**config.mk**
```make
export PLATFORM = sky130hd
export DESIGN_NAME = wdc_watchdog_ctrl
export DESIGN_NICKNAME = d
export VERILOG_FILES = /design/src/hdl/wdc_pkg.sv /design/src/hdl/wdc_expiry_counter.sv /design/src/hdl/wdc_watchdog_ctrl.sv
export SDC_FILE = /design/constraint.sdc
export NUM_CORES = 1
export LEC_CHECK = 0
export BUFFER_PORTS_ARGS = -buffer_cell sky130_fd_sc_hd__buf_2
export CORE_UTILIZATION = 62
export CTS_CLUSTER_DIAMETER = 40
export DETAILED_ROUTE_END_ITERATION = 8
export GPL_ROUTABILITY_DRIVEN = 0
export HOLD_SLACK_MARGIN = 0.12
export PLACE_DENSITY = 0.87
export SLEW_MARGIN = 25
export SYNTH_ARGS = -nofsm -noshare
export SYNTH_HDL_FRONTEND = slang
export SYNTH_SLANG_ARGS = --single-unit
```
**constraint.sdc**
```tcl
create_clock -name ref_clk_i -period 4.08 [get_ports ref_clk_i]
set_input_delay 0.408 -clock ref_clk_i [delete_from_list [all_inputs] [get_ports ref_clk_i]]
set_output_delay 0.408 -clock ref_clk_i [all_outputs]
set_load 0.01 [all_outputs]
```
**src/hdl/wdc_pkg.sv**
```systemverilog
// Constants shared by the watchdog control block
package wdc_pkg;

    // ************************************************************
    // Register map
    // ************************************************************
    localparam logic [5:0] WDC_CTRL_ADDR   = 6'h21;
    localparam logic [5:0] WDC_STATUS_ADDR = 6'h34;
    localparam logic [7:0] WDC_CTRL_RESET  = 8'h00;
    localparam int         WDC_UNLOCK_BIT  = 4;
    localparam int         WDC_ENABLE_BIT  = 3;
    localparam int         WDC_SEL_MSB     = 2;
    localparam int         WDC_SEL_W       = 3;
    localparam int         WDC_FLAG_BIT    = 3;

    // ************************************************************
    // Timing
    // ************************************************************
    localparam int         WDC_CLK_HZ      = 50_000_000;
    localparam int         WDC_OSC_HZ      = 1_000_000;
    localparam int         WDC_OSC_DIV     = WDC_CLK_HZ / WDC_OSC_HZ;
    localparam int         WDC_DIV_W       = 6;
    localparam logic [2:0] WDC_UNLOCK_CYC  = 3'h4;
    localparam int         WDC_BASE_TICKS  = 16_384;
    localparam int         WDC_CNT_W       = 22;

    // ************************************************************
    // Safety levels
    // ************************************************************
    typedef enum logic [1:0] {
        WDC_LVL0,
        WDC_LVL1,
        WDC_LVL2
    } wdc_level_e;

endpackage

```
**src/hdl/wdc_expiry_counter.sv**
```systemverilog
// Watchdog oscillator tick divider and expiry counter
`timescale 1ns/100ps
module wdc_expiry_counter
    import wdc_pkg::*;
#(
    parameter int BASE_TICKS = WDC_BASE_TICKS,
    parameter int OSC_DIV    = WDC_OSC_DIV
) (
    // Clock and reset
    input  wire logic                 ref_clk_i,
    input  wire logic                 reset_n_i,
    // Control
    input  wire logic                 run_i,
    input  wire logic                 restart_i,
    input  wire logic [WDC_SEL_W-1:0] select_i,
    // Expiry
    output logic                      expire_o
);

    typedef struct packed {
        logic [WDC_DIV_W-1:0] div;
        logic [WDC_CNT_W-1:0] cnt;
        logic                 expire;
    } wdc_cnt_s;

    wdc_cnt_s             s;
    wdc_cnt_s             next_s;
    logic                 tick;
    logic [WDC_CNT_W-1:0] limit;

    // ************************************************************
    // Next state
    // ************************************************************
    always_comb begin
        next_s        = s;
        next_s.expire = 1'b0;
        tick          = (s.div == WDC_DIV_W'(OSC_DIV - 1));
        limit         = WDC_CNT_W'(BASE_TICKS) << select_i;
        next_s.div    = tick ? '0 : s.div + WDC_DIV_W'(1);
        if (!run_i || restart_i) begin
            next_s.cnt = '0;
        end else if (tick) begin
            if (s.cnt >= limit - WDC_CNT_W'(1)) begin
                next_s.cnt    = '0;
                next_s.expire = 1'b1;
            end else begin
                next_s.cnt = s.cnt + WDC_CNT_W'(1);
            end
        end
    end

    always_ff @(posedge ref_clk_i or negedge reset_n_i) begin
        if (!reset_n_i) begin
            s <= '0;
        end else begin
            s <= next_s;
        end
    end

    assign expire_o = s.expire;
endmodule

```
**src/hdl/wdc_watchdog_ctrl.sv**
```systemverilog
// Watchdog control register, timed unlock and chip reset request
// How it works
// - Clearing enable ignored unless unlock bit set
// - Unlock bit self-clears after four cycles
// - Levels 1, 2: timeout changes need unlock
// - Enable write one enables, accepted zero disables
// - Enable clears only while unlock reads one
// - Disable write within four cycles completes
// - Level 2 keeps watchdog always enabled
// - Select 000 is 16384, doubling per code
// - Codes 001-011 give 32K to 128K
// - Codes 100-111 give 256K to 2048K
// - Counter runs from separate 1 MHz tick
// - Kick, disable and reset restart count
// - Expiry resets chip and sets reset flag
// - Fuses pick safety level and start state
`timescale 1ns/100ps
module wdc_watchdog_ctrl
    import wdc_pkg::*;
#(
    parameter int BASE_TICKS = WDC_BASE_TICKS
) (
    // Clock and reset
    input  wire logic       ref_clk_i,
    input  wire logic       reset_n_i,
    // I/O register path
    input  wire logic [5:0] io_addr_i,
    input  wire logic       io_wr_i,
    input  wire logic       io_rd_i,
    input  wire logic [7:0] io_wdata_i,
    output logic      [7:0] io_rdata_o,
    // Fuses and kick
    input  wire logic       compat_fuse_i,
    input  wire logic       always_on_fuse_i,
    input  wire logic       kick_i,
    // Status
    output logic            watchdog_enable_o,
    output logic            watchdog_reset_flag_o,
    output logic            chip_reset_req_o
);

    typedef struct packed {
        logic                 en;
        logic [WDC_SEL_W-1:0] sel;
        logic [2:0]           unlock_cnt;
        logic                 flag;
        logic [7:0]           rdata;
    } wdc_ctrl_s;

    wdc_ctrl_s  s;
    wdc_ctrl_s  next_s;
    wdc_level_e level;
    logic       unlock;
    logic       en_eff;
    logic       wr_ctrl;
    logic       wr_stat;
    logic       unlock_wr;
    logic       expire;

    // ************************************************************
    // Safety level and decode
    // ************************************************************
    always_comb begin
        if (always_on_fuse_i) begin
            level = WDC_LVL2;
        end else if (compat_fuse_i) begin
            level = WDC_LVL0;
        end else begin
            level = WDC_LVL1;
        end
    end

    assign unlock    = (s.unlock_cnt != 3'h0);
    assign en_eff    = s.en || (level == WDC_LVL2);
    assign wr_ctrl   = io_wr_i && (io_addr_i == WDC_CTRL_ADDR);
    assign wr_stat   = io_wr_i && (io_addr_i == WDC_STATUS_ADDR);
    assign unlock_wr = wr_ctrl && io_wdata_i[WDC_UNLOCK_BIT] && io_wdata_i[WDC_ENABLE_BIT];

    // ************************************************************
    // Next state
    // ************************************************************
    always_comb begin
        next_s = s;
        if (unlock_wr) begin
            next_s.unlock_cnt = WDC_UNLOCK_CYC;
        end else if (unlock) begin
            next_s.unlock_cnt = s.unlock_cnt - 3'h1;
        end
        if (wr_ctrl) begin
            if (io_wdata_i[WDC_ENABLE_BIT]) begin
                next_s.en = 1'b1;
            end else if (unlock && level != WDC_LVL2) begin
                next_s.en = 1'b0;
            end
            if (level == WDC_LVL0 || unlock) begin
                next_s.sel = io_wdata_i[WDC_SEL_MSB:0];
            end
        end
        if (wr_stat && !io_wdata_i[WDC_FLAG_BIT]) begin
            next_s.flag = 1'b0;
        end
        if (expire) begin
            next_s.flag = 1'b1;
        end
        if (io_rd_i) begin
            if (io_addr_i == WDC_CTRL_ADDR) begin
                next_s.rdata = {3'h0, unlock, en_eff, s.sel};
            end else if (io_addr_i == WDC_STATUS_ADDR) begin
                next_s.rdata = 8'(s.flag) << WDC_FLAG_BIT;
            end else begin
                next_s.rdata = 8'h00;
            end
        end
    end

    always_ff @(posedge ref_clk_i or negedge reset_n_i) begin
        if (!reset_n_i) begin
            s <= {1'b0, WDC_SEL_W'(WDC_CTRL_RESET), 3'h0, 1'b0, 8'h00};
        end else begin
            s <= next_s;
        end
    end

    // ************************************************************
    // Expiry counter
    // ************************************************************
    wdc_expiry_counter #(
        .BASE_TICKS (BASE_TICKS),
        .OSC_DIV    (WDC_OSC_DIV)
    ) u_counter (
        .ref_clk_i (ref_clk_i),
        .reset_n_i (reset_n_i),
        .run_i     (en_eff),
        .restart_i (kick_i),
        .select_i  (s.sel),
        .expire_o  (expire)
    );

    assign io_rdata_o            = s.rdata;
    assign watchdog_enable_o     = en_eff;
    assign watchdog_reset_flag_o = s.flag;
    assign chip_reset_req_o      = expire;
endmodule

```
# After elaboration in Yosys (flattened, before gate mapping)

Index checks and enable logic that the tools add are counted.

Add/subtract/negate cells: 4
$lt $le $gt $ge: 1
Eq/ne operators: 5
Shift-type cells: 1
Muxes and demuxes: 16
Reductions and logical operators: 19

Operators by type and width:

| operator              | count |
|---|---|
| $mux 22               | 2 |
| $mux 23               | 1 |
| $add 22x1->22 const B | 1 |
| $ge 22x22->1          | 1 |
| $shl 15x3->22 const A | 1 |
| $sub 22x1->22 const B | 1 |
| $eq 6x6->1 const B    | 3 |
| $reduce_bool 2->1     | 4 |
| $mux 1                | 7 |
| $add 6x1->6 const B   | 1 |
| $logic_and 1x1->1     | 6 |
| $mux 3                | 2 |
| $mux 6                | 1 |
| $mux 5                | 1 |
| $mux 4                | 1 |
| $reduce_and 2->1      | 2 |
| $logic_or 1x1->1      | 3 |
| $reduce_bool 3->1     | 1 |
| $sub 3x1->3 const B   | 1 |
| $eq 2x2->1 const B    | 1 |
| $logic_not 1->1       | 2 |
| $logic_not 2->1       | 1 |
| $mux 2                | 1 |
| $ne 2x2->1 const B    | 1 |

Bits in registers: 45
Input port bits: 21
Output and inout bits: 11
Word-level logic and storage cells: 54

# Depth between registers and ports, before layout

Word-level depth: 7
Mapped depth: 10
Gate-level depth less buffers: 7

# Hierarchy

From an unflattened synthesis, not the netlist that was laid out.

Cells, all modules: 280
Area total of the unflattened synthesis: 2,582.5 um^2

By module, submodules not included:

| module             | instances | cells each | area an instance (um^2) | sequential area each (um^2) |
|---|---|---|---|---|
| wdc_expiry_counter | 1         | 213        | 1,861.8                 | 725.7 |
| wdc_watchdog_ctrl  | 1         | 67         | 720.7                   | 325.3 |

# Least setup slack after synthesis

OpenSTA, ideal clock, no wires.

Path kind: reg2reg
Start point: register s[14] (netlist name)
End point: register u_counter.s[10] (netlist name)
Setup time: 0.079 ns
Arrival time: 2.015 ns
Data required time: 4.001 ns
Slack: 1.986 ns
Cell stages (with the launch flop): 11
Buffers on the path: 3
Period minus slack after synthesis: 2.094 ns
Path through: dfrtp_1 clkbuf_1 inv_1 ha_1 a21oi_1 o21ai_0 a21oi_1 buf_2 buf_2 nand3_1 mux2i_1

Word-level cells in the longest chain between the ends: 6

Ends and longest elaborated chain:

| what                     | line                     | RTL |
|---|---|---|
| start: declaration       | wdc_watchdog_ctrl.sv:50  | `wdc_ctrl_s s;` |
| start signal: assignment | wdc_watchdog_ctrl.sv:118 | `s <= {1'b0, WDC_SEL_W'(WDC_CTRL_RESET), 3'h0, 1'b0, 8'h00};` |
| start signal: assignment | wdc_watchdog_ctrl.sv:120 | `s <= next_s;` |
| $shl 15x3->22            | wdc_expiry_counter.sv:38 | `limit = WDC_CNT_W'(BASE_TICKS) << select_i;` |
| $sub 22x1->22            | wdc_expiry_counter.sv:43 | `if (s.cnt >= limit - WDC_CNT_W'(1)) begin` |
| $ge 22x22->1             | wdc_expiry_counter.sv:43 |  |
| $mux 22                  | wdc_expiry_counter.sv:43 |  |
| $mux 23                  | wdc_expiry_counter.sv:42 | `end else if (tick) begin` |
| $mux 22                  | wdc_expiry_counter.sv:40 | `if (!run_i \|\| restart_i) begin` |
| end signal: assignment   | wdc_expiry_counter.sv:56 | `s <= next_s;` |
| end: declaration         | wdc_expiry_counter.sv:26 | `wdc_cnt_s s;` |

No other way between the ends. The select of a mux whose other input is x is not followed.
A chain may end at the register's enable or synchronous reset.

# Worst setup path after layout

Start point: register s[14] (netlist name)
End point: register u_counter.s[16] (netlist name)

The elaborated chain is that of the path after synthesis.

==> qor.txt <==
status -> complete, no violations
Final period util -> 65.7%
Diodes inserted -> 0
Reg2Reg Setup Slack -> 1400 ps
f_max -> 373 MHz
highest routed layer -> met4
final hold violations -> 0
Final #Nets -> 331
reg2reg path depth -> 8
ratio of cells with drive above 1 in the final layout -> 17.4%
kind of critical path -> register to register
Sequential cell area -> 1050 sq um
Die Ht -> 65.7 um
WL met3 -> 273 um
Routed Wire Length -> 5250 um
most frequent cells in the layout -> 42 x dfrtp_1, 25 x nand2_1, 24 x nand3_1, 24 x buf_2, 21 x nor2_1
largest net degree at the start of global routing -> 43
Die Width -> 65.7 um
total CTS buffers -> 5
post-synth top area share -> 41.8%
Worst-Margin Slew -> 765 ps
Worst Setup SP -> s[14]$_DFFE_PN0P_
Hold Path Depth -> 2
area of the multi-input gates -> 1330 sq um
Post-synth ARST share -> 100%
drt first pass iters -> 6
antenna violations before repair -> 0
Max clock buf depth -> 2
I/O pins -> 32
Synth Flop Type -> dfrtp_1
largest cells by area after synthesis -> dfrtp_1 42%, ha_1 6.5%, nand3_1 4.8%
Cells after Synth -> 278
Buf+Inv Stages, Crit Path -> 2
IO buf count -> 25
number of library cell types mapped by synthesis -> 50
Antenna Nets Post-Route -> 0
crit path max fanout -> 22
CTS tree -> built
Synth area leader -> dfrtp_1
P per Cell Area -> 320 nW/um^2
first-pass GRT wire length -> 8870 um
Fin Clk Skew -> 11.3 ps
syn_area_per_cell -> 9.05 sq um
Post-Syn Area -> 2520 sq um
# DRC -> 0
Clock Latency Late Sink -> 300 ps
Fin Setup TNS -> 0 ps
Synth Area in Simple Gates -> 24.8%
unrepaired setup endpoints after global routing -> no
1st-iter DRT viols -> 196
FP Rows -> 22
Tot GR Track Use -> 27.2%
fill count -> 298
CP arrival -> 2870 ps
setup violators final -> 0
main combinational cell family by area after synthesis -> simple AND/OR/NAND/NOR gates
WL met1 -> 2320 um
slowest stage delay, CP -> 500 ps
FF-to-FF End -> u_counter.s[16]$_DFFE_PN0P_
Critical Path RT -> 4270 ps
pre-CTS WS -> 1440 ps
number of global-route vias before repair -> 1940
drt wl/cell -> 15.2 um
Slowest-stage cell, CP -> dfrtp_1
hold_sp -> io_wdata_i[1]
Clk pin slew, worst setup/hold paths -> 80 ps
XOR/XNOR share of the synthesized area -> 1.74%
vias per inst -> 6.23
Hold Path Class -> input port to register
non-filler cells, final -> 346
hpwl dp -> 3680 um
synthesis-to-layout area growth -> 9.00%
Post-synth EDFFs -> 0
clk sinks -> 42
leakage -> 1.19 nW
WL met2 -> 2610 um
CP startpoint kind -> register
worst setup margin -> 1400 ps
# Post-CTS Setup Buffers -> 0
CP delay by family, top -> compound AO/OA/AOI/OAI gates
Rel. slew slack -> 48.5%
Synth warnings -> 0
Die Area -> 4320 sq um
flops & latches, synth -> 42
Cell Chain, Critical Path -> inv_1 -> ha_1 -> a21oi_1 -> o21ai_0 -> a21oi_2 -> buf_4 -> nand2_1 -> o311ai_0
Placed Instances -> 337
Starting Density -> 66.7%
Worst R2R Start -> s[14]$_DFFE_PN0P_
Synth Area in Compound Gates -> 14.1%
vias -> 2155
global route overflow -> 0
peak supply drop -> 0.000266 V
CTS H-tree lvls -> 2
commonest non-fill, non-tap cell in the layout -> dfrtp_1
clock root buffer -> clkbuf_8
mux cell area share after synthesis -> 4.53%
Min Hold Slack -> 337 ps
core area -> 3770 sq um
fin crit period -> 2680 ps
fin. max-slew vios -> 0
Hold Path End -> s[13]$_DFFE_PN0P_
Max-cap violations -> 0
crit end category -> register
hold_buf cts -> 0
Seq/Total Area, Yosys -> 41.8%
# resized after CTS -> 0
adder-cell share of the synthesized area -> 6.46%
[cells in the mapped netlist (4+ instances only)]
library cell	count
nor2_1	21
o21ai_0	14
clkbuf_1	8
a21oi_1	9
nand3_1	24
nand4_1	13
inv_1	13
nand4b_1	4
buf_2	4
dfrtp_1	42
a22o_1	4
a31oi_1	13
ha_1	13
mux2i_1	8
nor3_1	4
nor4_1	5
buf_4	8
nand2_1	25
[state kept, by name (all words and copies together) (netlist names)]
register	count
u_counter.expire_o	1
io_rdata_o	5
watchdog_reset_flag_o	1
s	7
u_counter.s	28
[worst max-delay path by stage]
stage                                  endpoint  slack (ps)  cells past startpoint
finish              u_counter.s[16]$_DFFE_PN0P_        1400                      8
detailed placement  u_counter.s[16]$_DFFE_PN0P_        1440                      8
global placement    u_counter.s[16]$_DFFE_PN0P_        1550                      8
CTS                 u_counter.s[16]$_DFFE_PN0P_        1420                      8
floorplan           u_counter.s[10]$_DFFE_PN0P_        1990                     10
global route        u_counter.s[16]$_DFFE_PN0P_        1080                      8
[report_power, final]
part	internal (W)	switching, W	total [W]
combinational	0.0000673	0.0000857	0.000153
sequential	0.000440	0.0000207	0.000460
clock	0.000121	0.000144	0.000265
total	0.000628	0.000250	0.000878
[through the flow]
step / instance area, sq um / total power (W) / utilization, %
2_1_floorplan: 2520 / 0.000575 / -
5_1_grt: 2740 / 0.000930 / 72.7
3_5_place_dp: 2640 / 0.000619 / 70.1
6_report: 2740 / 0.000878 / 72.7
4_1_cts: 2730 / 0.000884 / 72.4
3_3_place_gp: 2640 / 0.000608 / 70.1
[worst register-to-register path: cells and delay by family, from the launching register on]
| kind | cells | cell delay, ps |
|---|---|---|
| compound gates | 4 | 1130 |
| fa+ha+maj | 1 | 330 |
| buf+inv | 2 | 420 |
| flops | 1 | 500 |
| simple gates | 1 | 200 |
[routing by layer]
layer / vias to the layer above / global-route usage [%]
met5: - / 0
met4: 0 / 7.07
met3: 5 / 6.08
met2: 54 / 43.6
met1: 1052 / 36.9
li1: 1044 / -
[final cells by class]
class	count	area share (%)
clock buffer	6	2.65
tap	48	2.19
sequential	42	38.3
multi-input combinational	205	48.4
timing repair buffer	30	6.11
inverter	13	1.78
clock inverter	2	0.502
[cells by family (layout without fill, tap and decap cells)]
| family | Yosys count | after routing |
|---|---|---|
| simple gates | 117 | 117 |
| compound gates | 55 | 55 |
| flops | 42 | 42 |
| buf+inv | 33 | 51 |
| fa+ha+maj | 13 | 13 |
| mux | 11 | 11 |
| xor+xnor | 5 | 5 |
| other cells | 2 | 4 |
(Power assumes the default switching activity.)
